## src/pah_pkg.sv

```systemverilog
// Shared constants and types for the controller-to-axis positioning handshake.
// Assumes both ends run on one clock, core_clk, with a synchronous reset.
package pah_pkg;

  // Handshake state of the axis end
  typedef enum logic [1:0] {
    DEV_IDLE = 2'b00,
    DEV_RUN  = 2'b01,
    DEV_ACK  = 2'b10
  } pah_dev_state_t;

  // Handshake state of the controller end
  typedef enum logic [1:0] {
    HOST_IDLE = 2'b00,
    HOST_REQ  = 2'b01,
    HOST_REL  = 2'b10
  } pah_host_state_t;

  // Move type handed to the motion core
  typedef enum logic [2:0] {
    MOVE_ABS     = 3'b000,
    MOVE_INC     = 3'b001,
    MOVE_SHORT   = 3'b010,
    MOVE_ABS_NEG = 3'b011,
    MOVE_ABS_POS = 3'b100
  } pah_move_t;

  // Unit in which the target field is read
  typedef enum logic [1:0] {
    UNIT_DEG   = 2'b00,
    UNIT_MM    = 2'b01,
    UNIT_INCH  = 2'b10,
    UNIT_INDEX = 2'b11
  } pah_unit_t;

  // Fault codes
  localparam logic [7:0] FAULT_NONE      = 8'h00;
  localparam logic [7:0] FAULT_MOVING    = 8'h1e;
  localparam logic [7:0] FAULT_JOG_REF   = 8'h32;
  localparam logic [7:0] FAULT_CHANNEL   = 8'h3c;
  localparam logic [7:0] FAULT_NEG_VELO  = 8'h6e;
  localparam logic [7:0] FAULT_ZERO_VELO = 8'h6f;
  localparam logic [7:0] FAULT_GEAR      = 8'h70;
  localparam logic [7:0] FAULT_NOT_REACH = 8'h73;
  localparam logic [7:0] FAULT_NOT_INDEX = 8'h78;
  localparam logic [7:0] FAULT_BAD_INDEX = 8'h79;
  localparam logic [7:0] FAULT_SHORT_NO  = 8'h7d;
  localparam logic [7:0] FAULT_NEG_NO    = 8'h7e;
  localparam logic [7:0] FAULT_POS_NO    = 8'h7f;
  localparam logic [7:0] FAULT_SW_PLUS   = 8'h82;
  localparam logic [7:0] FAULT_SW_MINUS  = 8'h83;
  localparam logic [7:0] FAULT_WA_PLUS   = 8'h84;
  localparam logic [7:0] FAULT_WA_MINUS  = 8'h85;
  localparam logic [7:0] FAULT_SYSTEM    = 8'hc8;
  // Ranges of codes that mirror kernel alarms
  localparam logic [7:0] ALARM_A_LO      = 8'h64;
  localparam logic [7:0] ALARM_A_HI      = 8'h6d;
  localparam logic [7:0] ALARM_B_LO      = 8'h87;
  localparam logic [7:0] ALARM_B_HI      = 8'h88;

  // Sign bit of a real-valued word
  localparam int FEED_SIGN_BIT = 31;

  // Controller register byte offsets
  localparam logic [3:0] REG_CMD    = 4'h0;
  localparam logic [3:0] REG_TARGET = 4'h4;
  localparam logic [3:0] REG_FEED   = 4'h8;
  localparam logic [3:0] REG_STATUS = 4'hc;

  // Command register fields
  localparam int CMD_INC_BIT   = 0;
  localparam int CMD_SHORT_BIT = 1;
  localparam int CMD_INCH_BIT  = 2;
  localparam int CMD_NEG_BIT   = 3;
  localparam int CMD_POS_BIT   = 4;
  localparam int CMD_INDEX_BIT = 5;
  localparam int CMD_GO_BIT    = 8;
  localparam int CMD_MODE_W    = 6;

  // Status register fields
  localparam int ST_REFUSED_BIT = 0;
  localparam int ST_TRAV_BIT    = 1;
  localparam int ST_REACHED_BIT = 6;
  localparam int ST_ACTIVE_BIT  = 7;
  localparam int ST_BUSY_BIT    = 8;
  localparam int ST_CODE_LSB    = 16;

endpackage

```

## src/pah_link_if.sv

```systemverilog
// Link between the controller end and the axis end of the positioning handshake.
// Assumes both ends are clocked by the same core_clk.
`timescale 1ns/1ns
interface pah_link_if;
  logic        job_start_req;
  logic        incremental_move_req;
  logic        shortest_path_req;
  logic        inch_units_req;
  logic        absolute_negative_dir_req;
  logic        absolute_positive_dir_req;
  logic        indexing_req;
  logic [31:0] target_position;
  logic [31:0] feedrate_value;
  logic        start_refused_flag;
  logic        traverse_error_flag;
  logic        target_reached_flag;
  logic        job_active_flag;
  logic [7:0]  fault_code_byte;

  modport device (
    input  job_start_req, incremental_move_req, shortest_path_req, inch_units_req,
    input  absolute_negative_dir_req, absolute_positive_dir_req, indexing_req,
    input  target_position, feedrate_value,
    output start_refused_flag, traverse_error_flag, target_reached_flag,
    output job_active_flag, fault_code_byte
  );

  modport plc (
    output job_start_req, incremental_move_req, shortest_path_req, inch_units_req,
    output absolute_negative_dir_req, absolute_positive_dir_req, indexing_req,
    output target_position, feedrate_value,
    input  start_refused_flag, traverse_error_flag, target_reached_flag,
    input  job_active_flag, fault_code_byte
  );
endinterface

```

## src/pah_axis_device.sv

```systemverilog
// Axis end of the positioning handshake: takes jobs from the controller,
// checks them, hands them to the motion core and acknowledges the outcome.
// Assumes the controller logic runs on core_clk, so link inputs need no synchroniser.
//
// Overview of operation
// - Job starts only on start request rising edge.
// - Mode bits select incremental, shortest, negative, positive.
// - At most one mode bit; none means absolute.
// - Inch bit makes linear targets inches.
// - Indexing bit reads target as unsigned index.
// - Real target: degrees rotary, mm/inch linear.
// - Feedrate in rpm for rotary axis or spindle.
// - Refused flag at start, traverse flag while moving.
// - Success raises reached flag with active high.
// - Active flag marks running job, feedback valid.
// - Failure raises error flag, active high, code.
// - Codes 30 moving, 50 jog/ref, 60 channel.
// - Codes 110 negative, 111 zero speed, 112 gear.
// - Codes 115 unreached, 120 not indexing, 121 index.
// - Codes 125 shortest, 126 negative, 127 positive impossible.
// - Codes 130-133 software and working-area limits.
// - Codes 100-109, 135-136 mirror kernel alarms.
// - Code 200 for serious system alarm.
// - Controller drops start only after an acknowledgement.
// - Start withdrawn clears acknowledgement and active flags.
// - Every further job needs a fresh edge.
// - Controller holds start high until acknowledged.
// - Dropping start never aborts; axial abort does.
//
// The register addresses and the Avalon-MM slave port were chosen for this implementation.
`timescale 1ns/1ns
module pah_axis_device (
  // Clock and reset
  input  wire logic                 core_clk,
  input  wire logic                 rst,
  // Controller link
  pah_link_if.device                link,
  // Axis configuration
  input  wire logic                 axisIsRotary,
  input  wire logic                 axisIsSpindle,
  input  wire logic                 axisIsIndexing,
  input  wire logic [31:0]          indexCount,
  // Axis condition at start
  input  wire logic                 axisMovingAtHandover,
  input  wire logic                 axisJogOrRef,
  input  wire logic                 channelBlocksStart,
  input  wire logic                 gearStageValid,
  input  wire logic                 shortestPathOk,
  input  wire logic                 absNegOk,
  input  wire logic                 absPosOk,
  // Alarms and limits
  input  wire logic                 systemAlarm,
  input  wire logic                 kernelAlarmValid,
  input  wire logic [7:0]           kernelAlarmCode,
  input  wire logic                 swLimitPlus,
  input  wire logic                 swLimitMinus,
  input  wire logic                 workLimitPlus,
  input  wire logic                 workLimitMinus,
  // Motion core
  input  wire logic                 motionDone,
  input  wire logic                 motionNotReached,
  input  wire logic                 axialAbort,
  output logic                      motionStart,
  output logic                      motionStop,
  output pah_pkg::pah_move_t        motionMode,
  output pah_pkg::pah_unit_t        targetUnit,
  output logic                      feedRpm,
  output logic [31:0]               motionTarget,
  output logic [31:0]               motionFeed
);

  typedef struct packed {
    pah_pkg::pah_dev_state_t state;
    logic                    startPrev;
    logic                    activeFlag;
    logic                    reachedFlag;
    logic                    refusedFlag;
    logic                    travErrFlag;
    logic [7:0]              faultCode;
    logic                    motionStart;
    logic                    motionStop;
    pah_pkg::pah_move_t      motionMode;
    pah_pkg::pah_unit_t      targetUnit;
    logic                    feedRpm;
    logic [31:0]             motionTarget;
    logic [31:0]             motionFeed;
  } pah_dev_regs_t;

  pah_dev_regs_t r;
  pah_dev_regs_t next_r;

  logic       startEdge;
  logic [7:0] startFault;
  logic [7:0] runFault;
  logic       alarmEquiv;
  logic       feedNeg;
  logic       feedZero;
  logic       indexBad;

  always_comb begin
    next_r = r;
    next_r.motionStart = 1'b0;
    next_r.motionStop = 1'b0;
    next_r.startPrev = link.job_start_req;
    // Only a low-to-high step counts, a level held high never restarts
    startEdge = link.job_start_req & ~r.startPrev;

    // Only codes in the mirrored ranges are passed on as alarm equivalents
    alarmEquiv = kernelAlarmValid &
                 (((kernelAlarmCode >= pah_pkg::ALARM_A_LO) &&
                   (kernelAlarmCode <= pah_pkg::ALARM_A_HI)) ||
                  ((kernelAlarmCode >= pah_pkg::ALARM_B_LO) &&
                   (kernelAlarmCode <= pah_pkg::ALARM_B_HI)));
    // Minus zero is still zero speed, so the sign alone does not make it negative
    feedZero = (link.feedrate_value[30:0] == 31'h0);
    feedNeg = link.feedrate_value[pah_pkg::FEED_SIGN_BIT] & ~feedZero;
    // Index positions count from one up to the configured count
    indexBad = (link.target_position == 32'h0) ||
               (link.target_position > indexCount);

    // Start checks, most serious cause first
    if (systemAlarm) begin
      startFault = pah_pkg::FAULT_SYSTEM;
    end else if (alarmEquiv) begin
      startFault = kernelAlarmCode;
    end else if (axisMovingAtHandover) begin
      startFault = pah_pkg::FAULT_MOVING;
    end else if (axisJogOrRef) begin
      startFault = pah_pkg::FAULT_JOG_REF;
    end else if (channelBlocksStart) begin
      startFault = pah_pkg::FAULT_CHANNEL;
    end else if (link.indexing_req && !axisIsIndexing) begin
      startFault = pah_pkg::FAULT_NOT_INDEX;
    end else if (link.indexing_req && indexBad) begin
      startFault = pah_pkg::FAULT_BAD_INDEX;
    end else if (feedNeg) begin
      startFault = pah_pkg::FAULT_NEG_VELO;
    end else if (feedZero) begin
      startFault = pah_pkg::FAULT_ZERO_VELO;
    end else if (!gearStageValid) begin
      startFault = pah_pkg::FAULT_GEAR;
    end else if (link.shortest_path_req && !shortestPathOk) begin
      startFault = pah_pkg::FAULT_SHORT_NO;
    end else if (link.absolute_negative_dir_req && !absNegOk) begin
      startFault = pah_pkg::FAULT_NEG_NO;
    end else if (link.absolute_positive_dir_req && !absPosOk) begin
      startFault = pah_pkg::FAULT_POS_NO;
    end else begin
      startFault = pah_pkg::FAULT_NONE;
    end

    // Faults while traversing; an axial abort ends the move short of target
    if (systemAlarm) begin
      runFault = pah_pkg::FAULT_SYSTEM;
    end else if (alarmEquiv) begin
      runFault = kernelAlarmCode;
    end else if (swLimitPlus) begin
      runFault = pah_pkg::FAULT_SW_PLUS;
    end else if (swLimitMinus) begin
      runFault = pah_pkg::FAULT_SW_MINUS;
    end else if (workLimitPlus) begin
      runFault = pah_pkg::FAULT_WA_PLUS;
    end else if (workLimitMinus) begin
      runFault = pah_pkg::FAULT_WA_MINUS;
    end else if (motionNotReached || axialAbort) begin
      runFault = pah_pkg::FAULT_NOT_REACH;
    end else begin
      runFault = pah_pkg::FAULT_NONE;
    end

    case (r.state)
      pah_pkg::DEV_IDLE: begin
        if (startEdge) begin
          next_r.activeFlag = 1'b1;
          // Mode bits are latched once so the move cannot change mid-job
          if (link.incremental_move_req) begin
            next_r.motionMode = pah_pkg::MOVE_INC;
          end else if (link.shortest_path_req) begin
            next_r.motionMode = pah_pkg::MOVE_SHORT;
          end else if (link.absolute_negative_dir_req) begin
            next_r.motionMode = pah_pkg::MOVE_ABS_NEG;
          end else if (link.absolute_positive_dir_req) begin
            next_r.motionMode = pah_pkg::MOVE_ABS_POS;
          end else begin
            next_r.motionMode = pah_pkg::MOVE_ABS;
          end
          if (link.indexing_req) begin
            next_r.targetUnit = pah_pkg::UNIT_INDEX;
          end else if (axisIsRotary) begin
            next_r.targetUnit = pah_pkg::UNIT_DEG;
          end else if (link.inch_units_req) begin
            next_r.targetUnit = pah_pkg::UNIT_INCH;
          end else begin
            next_r.targetUnit = pah_pkg::UNIT_MM;
          end
          next_r.feedRpm = axisIsRotary | axisIsSpindle;
          next_r.motionTarget = link.target_position;
          next_r.motionFeed = link.feedrate_value;
          if (startFault != pah_pkg::FAULT_NONE) begin
            next_r.refusedFlag = 1'b1;
            next_r.faultCode = startFault;
            next_r.state = pah_pkg::DEV_ACK;
          end else begin
            next_r.motionStart = 1'b1;
            next_r.state = pah_pkg::DEV_RUN;
          end
        end
      end
      pah_pkg::DEV_RUN: begin
        // Start edges and a falling start are both ignored here
        if (runFault != pah_pkg::FAULT_NONE) begin
          next_r.travErrFlag = 1'b1;
          next_r.faultCode = runFault;
          next_r.motionStop = 1'b1;
          next_r.state = pah_pkg::DEV_ACK;
        end else if (motionDone) begin
          next_r.reachedFlag = 1'b1;
          next_r.state = pah_pkg::DEV_ACK;
        end
      end
      pah_pkg::DEV_ACK: begin
        // Acknowledgement stands until the controller lets go of start
        if (!link.job_start_req) begin
          next_r.activeFlag = 1'b0;
          next_r.reachedFlag = 1'b0;
          next_r.refusedFlag = 1'b0;
          next_r.travErrFlag = 1'b0;
          next_r.faultCode = pah_pkg::FAULT_NONE;
          next_r.state = pah_pkg::DEV_IDLE;
        end
      end
      default: begin
        next_r.state = pah_pkg::DEV_IDLE;
      end
    endcase
  end

  always_ff @(posedge core_clk) begin
    if (rst) begin
      r <= '0;
    end else begin
      r <= next_r;
    end
  end

  assign link.job_active_flag     = r.activeFlag;
  assign link.target_reached_flag = r.reachedFlag;
  assign link.start_refused_flag  = r.refusedFlag;
  assign link.traverse_error_flag = r.travErrFlag;
  assign link.fault_code_byte     = r.faultCode;
  assign motionStart              = r.motionStart;
  assign motionStop               = r.motionStop;
  assign motionMode               = r.motionMode;
  assign targetUnit               = r.targetUnit;
  assign feedRpm                  = r.feedRpm;
  assign motionTarget             = r.motionTarget;
  assign motionFeed               = r.motionFeed;

endmodule

```

## src/flat_wrapper.sv

```systemverilog
// flat-port wrapper written by rule: the top's interface ports become plain ports
module pah_axis_device_flat 
  (core_clk, rst, axisIsRotary, axisIsSpindle, axisIsIndexing, indexCount, axisMovingAtHandover, axisJogOrRef, channelBlocksStart, gearStageValid, shortestPathOk, absNegOk, absPosOk, systemAlarm, kernelAlarmValid, kernelAlarmCode, swLimitPlus, swLimitMinus, workLimitPlus, workLimitMinus, motionDone, motionNotReached, axialAbort, motionStart, motionStop, motionMode, targetUnit, feedRpm, motionTarget, motionFeed, link_job_start_req, link_incremental_move_req, link_shortest_path_req, link_inch_units_req, link_absolute_negative_dir_req, link_absolute_positive_dir_req, link_indexing_req, link_target_position, link_feedrate_value, link_start_refused_flag, link_traverse_error_flag, link_target_reached_flag, link_job_active_flag, link_fault_code_byte);
  pah_link_if link_i ();
  input  wire logic core_clk;
  input  wire logic rst;
  input  wire logic axisIsRotary;
  input  wire logic axisIsSpindle;
  input  wire logic axisIsIndexing;
  input  wire logic [31:0] indexCount;
  input  wire logic axisMovingAtHandover;
  input  wire logic axisJogOrRef;
  input  wire logic channelBlocksStart;
  input  wire logic gearStageValid;
  input  wire logic shortestPathOk;
  input  wire logic absNegOk;
  input  wire logic absPosOk;
  input  wire logic systemAlarm;
  input  wire logic kernelAlarmValid;
  input  wire logic [7:0] kernelAlarmCode;
  input  wire logic swLimitPlus;
  input  wire logic swLimitMinus;
  input  wire logic workLimitPlus;
  input  wire logic workLimitMinus;
  input  wire logic motionDone;
  input  wire logic motionNotReached;
  input  wire logic axialAbort;
  output logic motionStart;
  output logic motionStop;
  output pah_pkg::pah_move_t motionMode;
  output pah_pkg::pah_unit_t targetUnit;
  output logic feedRpm;
  output logic [31:0] motionTarget;
  output logic [31:0] motionFeed;
  input wire logic [$bits(link_i.job_start_req)-1:0] link_job_start_req;
  input wire logic [$bits(link_i.incremental_move_req)-1:0] link_incremental_move_req;
  input wire logic [$bits(link_i.shortest_path_req)-1:0] link_shortest_path_req;
  input wire logic [$bits(link_i.inch_units_req)-1:0] link_inch_units_req;
  input wire logic [$bits(link_i.absolute_negative_dir_req)-1:0] link_absolute_negative_dir_req;
  input wire logic [$bits(link_i.absolute_positive_dir_req)-1:0] link_absolute_positive_dir_req;
  input wire logic [$bits(link_i.indexing_req)-1:0] link_indexing_req;
  input wire logic [$bits(link_i.target_position)-1:0] link_target_position;
  input wire logic [$bits(link_i.feedrate_value)-1:0] link_feedrate_value;
  output wire logic [$bits(link_i.start_refused_flag)-1:0] link_start_refused_flag;
  output wire logic [$bits(link_i.traverse_error_flag)-1:0] link_traverse_error_flag;
  output wire logic [$bits(link_i.target_reached_flag)-1:0] link_target_reached_flag;
  output wire logic [$bits(link_i.job_active_flag)-1:0] link_job_active_flag;
  output wire logic [$bits(link_i.fault_code_byte)-1:0] link_fault_code_byte;
  assign link_i.job_start_req = link_job_start_req;
  assign link_i.incremental_move_req = link_incremental_move_req;
  assign link_i.shortest_path_req = link_shortest_path_req;
  assign link_i.inch_units_req = link_inch_units_req;
  assign link_i.absolute_negative_dir_req = link_absolute_negative_dir_req;
  assign link_i.absolute_positive_dir_req = link_absolute_positive_dir_req;
  assign link_i.indexing_req = link_indexing_req;
  assign link_i.target_position = link_target_position;
  assign link_i.feedrate_value = link_feedrate_value;
  assign link_start_refused_flag = link_i.start_refused_flag;
  assign link_traverse_error_flag = link_i.traverse_error_flag;
  assign link_target_reached_flag = link_i.target_reached_flag;
  assign link_job_active_flag = link_i.job_active_flag;
  assign link_fault_code_byte = link_i.fault_code_byte;
  pah_axis_device u_core (.core_clk(core_clk), .rst(rst), .link(link_i), .axisIsRotary(axisIsRotary), .axisIsSpindle(axisIsSpindle), .axisIsIndexing(axisIsIndexing), .indexCount(indexCount), .axisMovingAtHandover(axisMovingAtHandover), .axisJogOrRef(axisJogOrRef), .channelBlocksStart(channelBlocksStart), .gearStageValid(gearStageValid), .shortestPathOk(shortestPathOk), .absNegOk(absNegOk), .absPosOk(absPosOk), .systemAlarm(systemAlarm), .kernelAlarmValid(kernelAlarmValid), .kernelAlarmCode(kernelAlarmCode), .swLimitPlus(swLimitPlus), .swLimitMinus(swLimitMinus), .workLimitPlus(workLimitPlus), .workLimitMinus(workLimitMinus), .motionDone(motionDone), .motionNotReached(motionNotReached), .axialAbort(axialAbort), .motionStart(motionStart), .motionStop(motionStop), .motionMode(motionMode), .targetUnit(targetUnit), .feedRpm(feedRpm), .motionTarget(motionTarget), .motionFeed(motionFeed));
endmodule
```

## config.mk

```make
export PLATFORM = sky130hd
export DESIGN_NAME = pah_axis_device_flat
export DESIGN_NICKNAME = d
export VERILOG_FILES = /design/src/pah_pkg.sv /design/src/pah_link_if.sv /design/src/pah_axis_device.sv /design/src/flat_wrapper.sv
export SDC_FILE = /design/constraint.sdc
export NUM_CORES = 1
export LEC_CHECK = 0
export BUFFER_PORTS_ARGS = -buffer_cell sky130_fd_sc_hd__buf_2
export CAP_MARGIN = 0
export CORE_MARGIN = 2
export CORE_UTILIZATION = 53
export CTS_CLUSTER_DIAMETER = 40
export DETAILED_ROUTE_END_ITERATION = 10
export GPL_ROUTABILITY_DRIVEN = 0
export PLACE_DENSITY_LB_ADDON = 0.05
export SETUP_SLACK_MARGIN = 0.02
export SYNTH_ARGS = -nofsm -noshare
export SYNTH_HDL_FRONTEND = slang
export SYNTH_SLANG_ARGS = --single-unit
```

## constraint.sdc

```tcl
create_clock -name core_clk -period 5.8 [get_ports core_clk]
set_input_delay 1.16 -clock core_clk [delete_from_list [all_inputs] [get_ports core_clk]]
set_output_delay 1.16 -clock core_clk [all_outputs]
set_load 0.005 [all_outputs]
```

Word-level counts from Yosys, hierarchy flattened
Index checks and enable logic that the tools add are counted.

Output and inout bits: 84. Bits of input ports: 132. Bits in registers: 87. Logic and storage cells: 117.

Mux-type cells: 49. Bitwise logic cells: 9. Reduce and logical (&&, ||, !) cells: 31. Order comparisons: 5. Equality and inequality tests: 9.

Operator list (number): 2-to-1 mux 8 bit (19); > comparator 32 bit (1); zero test 32 bit (1); zero test 31 bit (1); case mux 8 bit (3 select lines) (1); 2-to-1 mux 9 bit (2); 2-to-1 mux 2 bit (8); nonzero test 8 bit (2); 2-to-1 mux 7 bit (2); 2-to-1 mux 12 bit (1); 2-to-1 mux 3 bit (4); AND reduction 3 bit (3); >= comparator 8 x 7 -> 1 bit, second input constant (1); >= comparator 8 bit, second input constant (1); less-or-equal comparator 8 x 7 -> 1 bit, second input constant (1); less-or-equal comparator 8 bit, second input constant (1); case mux 1 bit (2 select lines) (4); AND reduction 4 bit (2); logical AND 1 bit (7); 2-to-1 mux 1 bit (7); inequality test 2 x 1 -> 1 bit, second input constant (3); inequality test 2 bit, second input constant (3); case mux 2 bit (3 select lines) (1); inverter 1 bit (5); 14 further kinds (22).

Longest topological paths before layout
Gate-level depths: netlist (run 1).

Depth in word-level cells: 19. Mapped depth: 10. Depth with buffers taken out: 10.

Worst setup path after synthesis (run 1)
No wires, ideal clock.

Path kind: input to register. From: input indexCount[26]. To: register u_core.r (netlist bit u_core.link.fault_code_byte[1]). Setup time: 86 ps. Data arrival time: 3414 ps. Data required time: 5714 ps. Slack: 2301 ps. Path buffers: 0. Stages on the path: 10. Cells stage by stage: inv_1 ha_1 a21oi_1 nand2_1 a221o_1 a2111o_1 o21ai_2 a41oi_1 or3_1 a211oi_1.

Word-level cells in the longest chain between the ends: 13. Elaborated cells between the ends (all ways): 16. Those cells by class: 1 x order compare; 1 x eq/ne; 10 x mux; 4 x reduce/logical.

Ends and longest elaborated chain: start, declared (line flat_wrapper.sv:10) `input wire logic [31:0] indexCount;`; > comparator 32 bit * (line pah_axis_device.sv:119) `(link.target_position > indexCount);`; logical OR 1 bit * (line pah_axis_device.sv:118) `indexBad = (link.target_position == 32'h0) ||`; logical AND 1 bit * (line pah_axis_device.sv:134) `end else if (link.indexing_req && indexBad) begin`; 2-to-1 mux 8 bit * (line pah_axis_device.sv:134); 2-to-1 mux 8 bit * (line pah_axis_device.sv:132) `end else if (link.indexing_req && !axisIsIndexing) begin`; 2-to-1 mux 8 bit * (line pah_axis_device.sv:130) `end else if (channelBlocksStart) begin`; 2-to-1 mux 8 bit * (line pah_axis_device.sv:128) `end else if (axisJogOrRef) begin`; 2-to-1 mux 8 bit * (line pah_axis_device.sv:126) `end else if (axisMovingAtHandover) begin`; 2-to-1 mux 8 bit * (line pah_axis_device.sv:124) `end else if (alarmEquiv) begin`; 2-to-1 mux 8 bit * (line pah_axis_device.sv:122) `if (systemAlarm) begin`; nonzero test 8 bit or 2-to-1 mux 8 bit (tied branches) (line pah_axis_device.sv:199) `if (startFault != pah_pkg::FAULT_NONE) begin`; inequality test 2 x 1 -> 1 bit (no source line) or 2-to-1 mux 9 bit (tied branches); AND reduction 5 bit (no source line) or case mux 8 bit (3 select lines) (tied branches); end signal, assigned (line pah_axis_device.sv:242) `r <= next_r;`; end, declared (line pah_axis_device.sv:89) `pah_dev_regs_t r;`.

Every way passes the cells marked *; elsewhere a longest branch is shown, timed or not. The select of a mux whose other input is x is not followed. A chain may end at the register's enable or synchronous reset.

Worst setup path after layout (run 1)
From: input link_target_position[14]. To: register u_core.r (netlist bit u_core.link.fault_code_byte[2]).

Word-level cells in the longest chain between the ends: 13. Elaborated cells between the ends (all ways): 17. Those cells by class: 1 x order compare; 1 x eq/ne; 10 x mux; 5 x reduce/logical.

Ends and longest elaborated chain: start, declared (line flat_wrapper.sv:42) `input wire logic [$bits(link_i.target_position)-1:0] link_target_position;`; > comparator 32 bit or zero test 32 bit (tied branches) (line pah_axis_device.sv:119, pah_axis_device.sv:118); logical OR 1 bit * (line pah_axis_device.sv:118); logical AND 1 bit * (line pah_axis_device.sv:134); 2-to-1 mux 8 bit * (line pah_axis_device.sv:134); 2-to-1 mux 8 bit * (line pah_axis_device.sv:132); 2-to-1 mux 8 bit * (line pah_axis_device.sv:130); 2-to-1 mux 8 bit * (line pah_axis_device.sv:128); 2-to-1 mux 8 bit * (line pah_axis_device.sv:126); 2-to-1 mux 8 bit * (line pah_axis_device.sv:124); 2-to-1 mux 8 bit * (line pah_axis_device.sv:122); nonzero test 8 bit or 2-to-1 mux 8 bit (tied branches) (line pah_axis_device.sv:199); inequality test 2 x 1 -> 1 bit (no source line) or 2-to-1 mux 9 bit (tied branches); AND reduction 5 bit (no source line) or case mux 8 bit (3 select lines) (tied branches).

Marked as above.

==> qor.csv, run 1 <==
stage,metric,value,unit
outcome,status,"complete, no violations",
yosys,synthDistinctLibCells,60,
clock_network,cts_tree,yes,
clock_network,clock_path_buffers,2,
placement,dpl.hpwl,10.6,mm
run,maxCapViolations,0,
clock_network,cts_sinks,87,
placement,io_buffers,215,
yosys,synthArstFlopShare,0,%
yosys,yosysWarnings,0,
worst_hold_path,hp-class,flip-flop to flip-flop,
final_layout,area_delta_synth_final,14.6,%
power_and_ir_drop,power.total,1420,uW
power_and_ir_drop,power.switching,439,uW
yosys,synth_edf_count,0,
floorplan,pin_count,216,
clock_network,ctsHtreeMaxLevel,3,
clock_network,ctsHoldBuffers,0,
global_route,grt_pass1_wl,22.4,mm
floorplan,coreArea,9730,um^2
sta,hold_viol,0,
routing,via_per_inst,5.23,
routing,finalWirelength,13.8,mm
yosys,avgSynthCellArea,7.51,um^2
clock_network,numCtsBuffers,9,
clock_network,clock_latency,0.36,ns
routing,drtIter0Drc,213,
floorplan,initial_core_util,54.4,%
worst_setup_path,crit_arrival,3.75,ns
final_layout,drive_gt1_share,29.7,%
final_layout,final_common_cell,buf_2,
sta,max-slew-margin-rel,44.7,%
yosys,syn_inst,705,
power_and_ir_drop,p_int,985,uW
final_layout,final_nets,996,
sta,whs,0.453,ns
power_and_ir_drop,peakVddDrop,0.132,mV
worst_setup_path,worst_setup_path_end_kind,flip-flop,
floorplan,die_h,104,um
global_route,gr-total-overflow,0,
global_route,grt_pass1_vias,4851,
yosys,syn_area,5300,um^2
routing,drc_errors,0,
worst_setup_path,slowest_delay,0.45,ns
routing,antenna_left,0,
worst_setup_path,critPathRequiredTime,6.06,ns
sta,fin_tns_setup,0,ns
sta,period_minus_slack,3.49,ns
sta,setup_viol,0,
floorplan,die_x,104,um
worst_setup_path,critical_path_class,primary input to flip-flop,
sta,period_share,60.2,%
yosys,ys.flop_type,dfxtp_1,
worst_setup_path,critPathSlowestCell,o2111ai_2,
power_and_ir_drop,cellPowerDensity,235,nW/um^2
clock_network,cts_resized,0,
final_layout,fin_cells,966,
global_route,grt_max_degree,47,
floorplan,fp-row-count,36,
sta,worst_pin_slew,0.830,ns
yosys,ys_ff_latch,87,
worst_setup_path,worstPathCellList,buf_2 -> ha_1 -> nand4_1 -> nor4_1 -> o21ai_0 -> a31oi_1 -> o21ai_2 -> o2111ai_2 -> o2111ai_1 -> o32ai_1,
clock_network,cts-root-buf,clkbuf_8,
yosys,synth_nets,873,
power_and_ir_drop,netSwitchingFraction,30.8,%
sta,max_freq,286,MHz
final_layout,antenna_cells,0,
sta,slew_violations,0,
global_route,antenna_found_initial,0,
placement,dp_cells,950,
routing,wl_per_cell,14.2,um
clock_network,clkTransAtPathRegs,0.08,ns
global_route,grt_use_total,24.9,%
sta,grt_setup_unrepaired,no,
worst_setup_path,cp_max_fo,10,
yosys,seq_area_frac_synth,32.9,%
routing,drt-pass1-iter-count,4,
power_and_ir_drop,cellLeakagePower,0.00294,uW
worst_setup_path,start_kind,primary input,
power_and_ir_drop,pwr-share-clk,30.0,%
clock_network,cts_setup_buffers,0,
power_and_ir_drop,pwr-share-comb,23.5,%
power_and_ir_drop,pwr-share-seq,46.5,%
floorplan,dieArea,10800,um^2
sta,clock_skew,0.0124,ns
final_layout,mostFrequentLayoutCells,"buf_2 (215), nand2_1 (152), a21oi_1 (100), dfxtp_1 (87), inv_1 (47)",
routing,vias,5053,
==> power groups by stage <==
stage                     clock network, uW  registers [uW]  logic, uW
after global placement                    0             674        326
after floorplan                           0             673        238
after detailed placement                  0             676        334
final                                   428             663        334
after global routing                    464             668        377
after CTS                               439             663        335
==> path summary, 6_finish.rpt <==
| path | startpoint | cells after the start | end | slack [ns] |
|---|---|---|---|---|
| worst min-delay path | u_core.motionFeed[29] | 2 | u_core.motionFeed[29] | 0.45 |
| worst max register to register | u_core.r[85] | 7 | u_core.motionMode[2] | 3.40 |
| worst min register to register | u_core.motionFeed[29] | 2 | u_core.motionFeed[29] | 0.45 |
| worst max-delay path | link_target_position[14] | 10 | u_core.link.fault_code_byte[2] | 2.31 |
==> stage by stage <==
stage	utilization, %	instance area, um^2	worst slack (ns)
4_1_cts	62.4	6070	2.33
5_1_grt	62.4	6070	2.12
2_1_floorplan	-	5300	2.30
6_report	62.4	6070	2.31
3_5_place_dp	60.4	5870	1.95
3_3_place_gp	60.4	5870	2.01
==> synth_stat cells (all sizes together) (5+ instances only) <==
library cell    n  area share [%]
a211oi          5            0.80
clkbuf         27             1.9
a21oi         100             9.4
nor3           19             1.8
nor2           29             2.1
inv            47             3.3
nand4           6            0.71
nor2b           7            0.83
dfxtp          87              33
buf            79              11
nand3           5            0.47
o21ai          21             2.1
nor4           18             2.2
ha             36             8.5
nand2         152              11
nand2b          9             1.1
==> state kept, by name (all words and copies together), names as in the netlist <==
name / count
u_core.feedRpm: 1
u_core.link.fault_code_byte: 8
u_core.link.job_active_flag: 1
u_core.link.start_refused_flag: 1
u_core.link.target_reached_flag: 1
u_core.link.traverse_error_flag: 1
u_core.motionFeed: 32
u_core.motionMode: 3
u_core.motionStart: 1
u_core.motionStop: 1
u_core.motionTarget: 32
u_core.r: 3
u_core.targetUnit: 2
==> logic make-up (layout without fill, tap and decap cells) <==
family / count (synthesis) / after routing / share of synthesized area (%)
simple gates: 266 / 266 / 23.1
fa+ha+maj: 36 / 36 / 8.50
compound gates: 163 / 163 / 19.1
buf+inv: 153 / 281 / 16.5
flops: 87 / 87 / 32.9
==> per-layer routing <==
metal	GRT usage, %	routed length [um]	up-vias
li1	-	-	2574
met1	29.6	5790	2275
met2	44.8	6810	185
met3	5.64	942	19
met4	7.34	210	0
met5	0	0	-
==> layout make-up <==
type | count | area [um^2]
tap | 133 | 166
clock inverter | 5 | 63.8
sequential | 87 | 1740
fill | 954 | 3660
timing repair buffer | 218 | 1100
inverter | 47 | 176
clock buffer | 11 | 131
multi-input combinational | 465 | 2690
==> worst max-delay path, delay by kind of cell <==
family	cells	cell delay, ns
compound gates	6	1.57
buf+inv	1	0.13
simple gates	2	0.59
fa+ha+maj	1	0.30
Note: power is estimated with default switching activity, not from simulation.
==> run 2, diff against run 1 <==
- ABC_AREA: default -> 1
- CORE_UTILIZATION: 53 -> 45
- clock period: 5.8 -> 3.2 ns (I/O delays scaled with it)
==> run 2 against run 1 <==
  * Final area is 7.0% higher
  * Via count rose by 3.6%
  * Worst setup slack got worse by 1.6 ns
  * Sequential share of layout area shrank 1.9 points
  * Routed wire length is 2.9% higher
  * Critical path type unchanged
  * Largest power group unchanged
==> qor.csv, run 2 <==
stage,metric,value,unit,change
global_route,grt_use_total,21.4,%,-3.5 points
routing,drtIter0Drc,214,,+0.47%
routing,drc_errors,0,,unchanged
routing,vias,5233,,+3.6%
yosys,synth_top_area_share,31.4,%,-1.4 points
clock_network,clock_latency,0.34,ns,-0.02 ns
final_layout,n_fill_cell,1211,,+27%
yosys,yosysWarnings,0,,unchanged
final_layout,fin_cells,1086,,+12%
yosys,syn_area,5540,um^2,+4.6%
power_and_ir_drop,peakVddDrop,0.270,mV,+100%
global_route,grt_max_degree,75,,+60%
floorplan,die_x,115,um,+11%
floorplan,coreArea,12000,um^2,+23%
sta,max-slew-margin-rel,53.6,%,+8.9 points
routing,drt-pass1-iter-count,4,,unchanged
power_and_ir_drop,cellLeakagePower,0.00352,uW,+20%
floorplan,fp-row-count,40,,+11%
clock_network,cts-root-buf,clkbuf_16,,
global_route,antenna_found_initial,0,,unchanged
sta,fin_tns_setup,0,ns,unchanged
yosys,synth_nets,973,,+11%
yosys,synth-adder-area-share,8.13,%,-0.37 points
yosys,synthDistinctLibCells,35,,-42%
yosys,synthTopCellsByCount,"nor2_1 (184), dfxtp_1 (87), o21ai_0 (85), nand2_1 (83), buf_4 (78)",,
sta,slew_violations,0,,unchanged
yosys,ys_ff_latch,87,,unchanged
clock_network,ctsHtreeMaxLevel,3,,unchanged
clock_network,cts_resized,0,,unchanged
yosys,syn_inst,805,,+14%
power_and_ir_drop,cellPowerDensity,611,nW/um^2,+160%
yosys,synth_area_leaders,"dfxtp_1 (31%), nor2_1 (12%), buf_4 (11%)",,
worst_setup_path,slowest_delay,0.30,ns,-0.15 ns
clock_network,clkTransAtPathRegs,0.06,ns,-0.02 ns
worst_setup_path,worst_setup_path_end_kind,flip-flop,,
placement,place_area,6170,um^2,+5.0%
final_layout,area_delta_synth_final,17.2,%,
global_route,grt_pass1_vias,4863,,+0.25%
clock_network,ctsHoldBuffers,0,,unchanged
worst_setup_path,critPathSlowestCell,ha_1,,
clock_network,cts_tree,yes,,
routing,via_per_inst,4.82,,-7.9%
worst_setup_path,rrSetupSlack,1.17,ns,-2.23 ns
worst_setup_path,cp_max_fo,10,,unchanged
yosys,synthMostInstantiatedCell,nor2_1,,
worst_setup_path,crit_arrival,2.72,ns,-1.03 ns
final_layout,mostFrequentLayoutCells,"buf_2 (215), nor2_1 (183), dfxtp_1 (87), o21ai_0 (85), nand2_1 (83)",,
final_layout,drive_gt1_share,30.8,%,+1.2 points
placement,dp_cells,1069,,+13%
worst_setup_path,start_kind,primary input,,
placement,io_buffers,215,,unchanged
sta,whs,0.460,ns,+0.00697 ns
yosys,synth_mux_area_share,0,%,unchanged
yosys,synth-compound-area-share,13.8,%,-5.3 points
clock_network,cts_sinks,87,,unchanged
worst_setup_path,crit_path_frequent_cell,nand2_1,,
sta,max_freq,402,MHz,
clock_network,numCtsBuffers,9,,unchanged
worst_setup_path,critPathRequiredTime,3.44,ns,-2.62 ns
yosys,synth_largest_area_cell,dfxtp_1,,
sta,period_share,77.7,%,
yosys,synth_top_family_by_area,simple AND/OR/NAND/NOR gates,,
yosys,synth_simple_gate_area_share,28.2,%,+5.2 points
floorplan,die_h,115,um,+11%
worst_setup_path,path_buf_inv,2,,+1
global_route,gr-total-overflow,0,,unchanged
yosys,synthArstFlopShare,0,%,unchanged
floorplan,pin_count,216,,unchanged
sta,worst_pin_slew,0.696,ns,-0.134 ns
placement,dpl.hpwl,11.0,mm,+3.9%
floorplan,dieArea,13200,um^2,+22%
sta,setup_viol,0,,unchanged
yosys,synth-xor-area-share,0,%,unchanged
worst_setup_path,critical_path_class,primary input to flip-flop,,
final_layout,final_nets,1101,,+11%
yosys,seq_area_frac_synth,31.4,%,-1.4 points
floorplan,initial_core_util,46.1,%,-8.3 points
yosys,avgSynthCellArea,6.88,um^2,-8.4%
final_layout,stdcell_area,6490,um^2,+7.0%
clock_network,cts_setup_buffers,0,,unchanged
worst_hold_path,hp-class,flip-flop to flip-flop,,
sta,hold_viol,0,,unchanged
final_layout,final_common_cell,buf_2,,
routing,finalWirelength,14.1,mm,+2.9%
yosys,ys.flop_type,dfxtp_1,,
sta,period_minus_slack,2.49,ns,
worst_setup_path,worstPathCellList,buf_2 -> ha_1 -> nand2_1 -> nor2_2 -> nand2_1 -> nor2_1 -> nand4_1 -> nand2_1 -> nand2_2 -> nand2_4 -> nand2_2 -> nand2_1 -> nand2_2 -> inv_2 -> nand3_4 -> nand2_8 -> nand2_2 -> nand2_1 -> nor2_2,,
routing,wl_per_cell,13.0,um,-8.5%
global_route,grt_pass1_wl,22.6,mm,+0.95%
run,maxCapViolations,0,,unchanged
final_layout,final_core_util,54.1,%,-8.3 points
clock_network,clock_path_buffers,2,,unchanged
worst_setup_path,crit_family,simple AND/OR/NAND/NOR gates,,
yosys,synth_edf_count,0,,unchanged
sta,grt_setup_unrepaired,no,,
sta,clock_skew,0.00458,ns,-0.00783 ns
outcome,status,"complete, no violations",,
routing,antenna_left,0,,unchanged
-- run 2: cell count changes after synthesis, sizes merged, moves of 19 or more --
cell / before / now
a21oi: 100 / 43
nand3: 5 / 24
inv: 47 / 86
nand2: 152 / 103
nor2: 29 / 196
o21ai: 21 / 94
-- run 2: per-stage QoR --
stage	total power, uW	setup slack (ns)
6_report	3970	0.714
5_1_grt	4250	0.528
4_1_cts	4020	0.664
3_5_place_dp	2850	0.306
3_3_place_gp	2820	0.356
2_1_floorplan	2590	0.821
-- run 2: report_power, final --
group | leakage [uW] | switching, uW | internal, uW | total, uW
sequential | 0.000717 | 119 | 1340 | 1460
clock | 0.000156 | 442 | 706 | 1150
combinational | 0.00265 | 818 | 547 | 1360
-- run 2: cell families (layout without fill, tap and decap cells) --
group                      count (synthesis)  after routing
AOI/OAI and AO/OA                        143            143
adders and majority gates                 36             36
buffers and inverters                    190            323
DFF                                       87             87
other                                      0              1
and+or+nand+nor                          349            349
-- run 2: routing by layer --
metal / GRT usage (%) / vias to the layer above / wire length (um)
met1: 26.4 / 2308 / 6300
met5: 0 / - / 0
met4: 7.71 / 0 / 265
met2: 36.4 / 156 / 6680
li1: - / 2750 / -
met3: 5.06 / 19 / 907
-- run 2: worst paths after layout --
check,start,endpoint,cells after the start
setup / recovery,link_target_position[31],u_core.link.fault_code_byte[2],19
hold / removal,u_core.link.start_refused_flag,u_core.link.start_refused_flag,2
hold reg to reg,u_core.link.start_refused_flag,u_core.link.start_refused_flag,2
setup reg to reg,u_core.r[85],u_core.feedRpm,7
-- run 2: cell type report --
class                           instances  area, um^2  share of cell area [%]
Sequential cell                        87        1740                    26.8
Antenna cell                            1        2.50                  0.0385
Timing Repair Buffer                  219        1120                    17.2
Clock inverter                          5        81.3                    1.25
Tap cell                              147         184                    2.83
Inverter                               88         335                    5.16
Clock buffer                           11         243                    3.74
Multi-Input combinational cell        528        2790                    42.9
-- run 2: worst min-delay path, cell delays in order (launching register included) --
cell and delay (ns):
dfxtp_1 0.31, nand2_1 0.06, a21oi_1 0.05
==> run 3, diff against run 2 <==
- CORE_UTILIZATION: 45 -> 50
- clock period: 3.2 -> 2.3 ns (I/O delays scaled with it)
==> run 3 against run 2 <==
  * First-iteration DRC count shrank 27%
  * Utilization grew 11 points
  * Critical path depth is the same
  * Final area grew 8.7%
  * Register-to-register slack lost 0.95 ns
  * Routed wire length grew 6.7%
  * Flip-flop and latch count is the same
  * Final cell count grew 3.0%
  * Highest routed layer unchanged
==> qor.csv, run 3 (synthesis results as in run 2) <==
stage,metric,value,unit,change
outcome,status,"complete, no violations",,
global_route,grt_max_degree,75,,unchanged
worst_hold_path,hp-class,primary input to flip-flop,,
floorplan,dieArea,11900,um^2,-9.7%
clock_network,cts_tree,yes,,
final_layout,final_core_util,65.1,%,+11 points
worst_setup_path,start_kind,primary input,,
floorplan,initial_core_util,51.1,%,+5.0 points
power_and_ir_drop,cellLeakagePower,0.00369,uW,+4.8%
clock_network,numCtsBuffers,9,,unchanged
worst_setup_path,critical_path_class,primary input to flip-flop,,
final_layout,antenna_cells,0,,-1
global_route,antenna_found_initial,0,,unchanged
routing,drtIter0Drc,156,,-27%
sta,grt_setup_unrepaired,yes,,
sta,setup_viol,0,,unchanged
routing,drc_errors,0,,unchanged
worst_setup_path,path_buf_inv,2,,unchanged
placement,io_buffers,215,,unchanged
global_route,grt_pass1_wl,22.6,mm,+0.22%
worst_setup_path,crit_path_frequent_cell,nand2_1,,
sta,worst_pin_slew,0.692,ns,-0.00371 ns
sta,period_share,97.3,%,
floorplan,coreArea,10800,um^2,-9.7%
power_and_ir_drop,cellPowerDensity,720,nW/um^2,+18%
sta,layout_setup_ws,0.0627,ns,-0.651 ns
clock_network,clock_latency,0.38,ns,+0.04 ns
routing,drt-pass1-iter-count,5,,+1
placement,dpl.hpwl,11.0,mm,about the same
final_layout,n_fill_cell,990,,-18%
worst_setup_path,worstPathCellList,buf_6 -> inv_4 -> ha_4 -> a21oi_2 -> nor2_1 -> nor2_1 -> nand3_2 -> a21oi_2 -> nand2_1 -> nand2_1 -> nand2_2 -> nand2_4 -> nand3_4 -> a21oi_4 -> nand3_4 -> nand2_8 -> nand2_2 -> nand2_1 -> nor2_2,,
worst_setup_path,ff2ff_path_depth,7,,unchanged
sta,max_freq,447,MHz,
worst_setup_path,critPathSlowestCell,ha_4,,
clock_network,cts-root-buf,clkbuf_8,,
final_layout,area_delta_synth_final,27.4,%,
worst_setup_path,crit_cells,19,,unchanged
clock_network,clock_path_buffers,2,,unchanged
routing,vias,5522,,+5.5%
floorplan,die_h,109,um,-5.0%
final_layout,drive_gt1_share,38.5,%,+7.7 points
worst_setup_path,cp_max_fo,6,,-4
floorplan,pin_count,216,,unchanged
sta,period_minus_slack,2.24,ns,
routing,finalWirelength,15.1,mm,+6.7%
floorplan,die_x,109,um,-5.0%
sta,max-slew-margin-rel,53.8,%,+0.25 points
floorplan,fp-row-count,38,,-5.0%
worst_setup_path,slowest_delay,0.21,ns,-0.09 ns
sta,hold_viol,0,,unchanged
clock_network,ctsHtreeMaxLevel,3,,unchanged
worst_setup_path,crit_family,simple AND/OR/NAND/NOR gates,,
sta,fin_tns_setup,0,ns,unchanged
routing,antenna_left,0,,unchanged
routing,wl_per_cell,13.5,um,+3.5%
power_and_ir_drop,peakVddDrop,0.444,mV,+64%
run,maxCapViolations,0,,unchanged
final_layout,final_nets,1143,,+3.8%
clock_network,cts_sinks,87,,unchanged
clock_network,clkTransAtPathRegs,0.09,ns,+0.03 ns
global_route,grt_use_total,23.9,%,+2.5 points
worst_setup_path,worst_setup_path_end_kind,flip-flop,,
final_layout,fin_cells,1119,,+3.0%
routing,via_per_inst,4.93,,+2.4%
sta,clock_skew,0.00895,ns,+0.00437 ns
worst_hold_path,hold_depth,3,,+1
sta,slew_violations,0,,unchanged
final_layout,final_common_cell,buf_2,,
worst_setup_path,critPathRequiredTime,2.57,ns,-0.87 ns
worst_setup_path,crit_arrival,2.51,ns,-0.21 ns
placement,dp_cells,1099,,+2.8%
global_route,grt_pass1_vias,5196,,+6.8%
placement,pre_cts_ws,-0.359,ns,-0.664 ns
global_route,gr-total-overflow,0,,unchanged
final_layout,mostFrequentLayoutCells,"buf_2 (204), nor2_1 (182), dfxtp_1 (87), o21ai_0 (84), nand2_1 (73)",,
==> run 3: cell types whose count changed in the layout (fill, tap and decap cells not counted), sizes merged <==
cell,previous run,this run
nand2,103,104
nand3,24,25
clkinvlp,1,0
diode,1,0
bufinv,2,0
clkinv,3,5
buf,219,259
==> run 3: layout make-up <==
cell class	instances	area [um^2]	area share, %
clock buffer	11	131	1.86
clock inverter	4	23.8	0.337
inverter	88	340	4.82
multi-input combinational	530	3150	44.6
sequential	87	1740	24.7
tap	140	175	2.48
timing repair buffer	259	1500	21.2
==> run 3: worst min-delay path, delay by kind of cell <==
| family | cells | cell delay [ns] |
|---|---|---|
| buffers and inverters | 2 | 0.13 |
| and+or+nand+nor | 1 | 0.07 |
==> run 3: path summary, 6_finish.rpt <==
kind,startpoint,endpoint,slack (ns)
worst max register to register,u_core.r[85],u_core.feedRpm,0.22
worst min-delay path,link_job_start_req,u_core.r[84],0.32
worst max-delay path,indexCount[21],u_core.link.fault_code_byte[0],0.06
worst min register to register,u_core.feedRpm,u_core.feedRpm,0.47
==> run 3: per-stage QoR <==
step | hold slack [ns] | total power (uW) | instance area (um^2)
2_1_floorplan | 0.445 | 3600 | 5540
5_1_grt | 0.317 | 5470 | 7060
4_1_cts | 0.303 | 4970 | 6600
3_3_place_gp | 0.450 | 3970 | 6450
6_report | 0.317 | 5080 | 7060
3_5_place_dp | 0.450 | 4020 | 6450
==> run 3: power breakdown <==
group / total [uW] / switching, uW / internal, uW
Combinational: 2120 / 1240 / 881
Clock: 941 / 557 / 384
Sequential: 2020 / 165 / 1860
Total: 5080 / 1960 / 3120
==> run 3: timing repair <==
item / in CTS / in global routing
setup buffers: 0 / 3
gates resized for setup: 0 / 72
endpoints found under the setup margin: 0 / 12
hold buffers: 0 / 0
==> run 3: metal layers <==
layer / vias up / global-route usage [%] / wire length, um
li1: 2830 / - / -
met1: 2486 / 26.2 / 6120
met2: 173 / 43.7 / 7500
met3: 33 / 6.34 / 1090
met4: 0 / 9.13 / 376
met5: - / 0 / 0
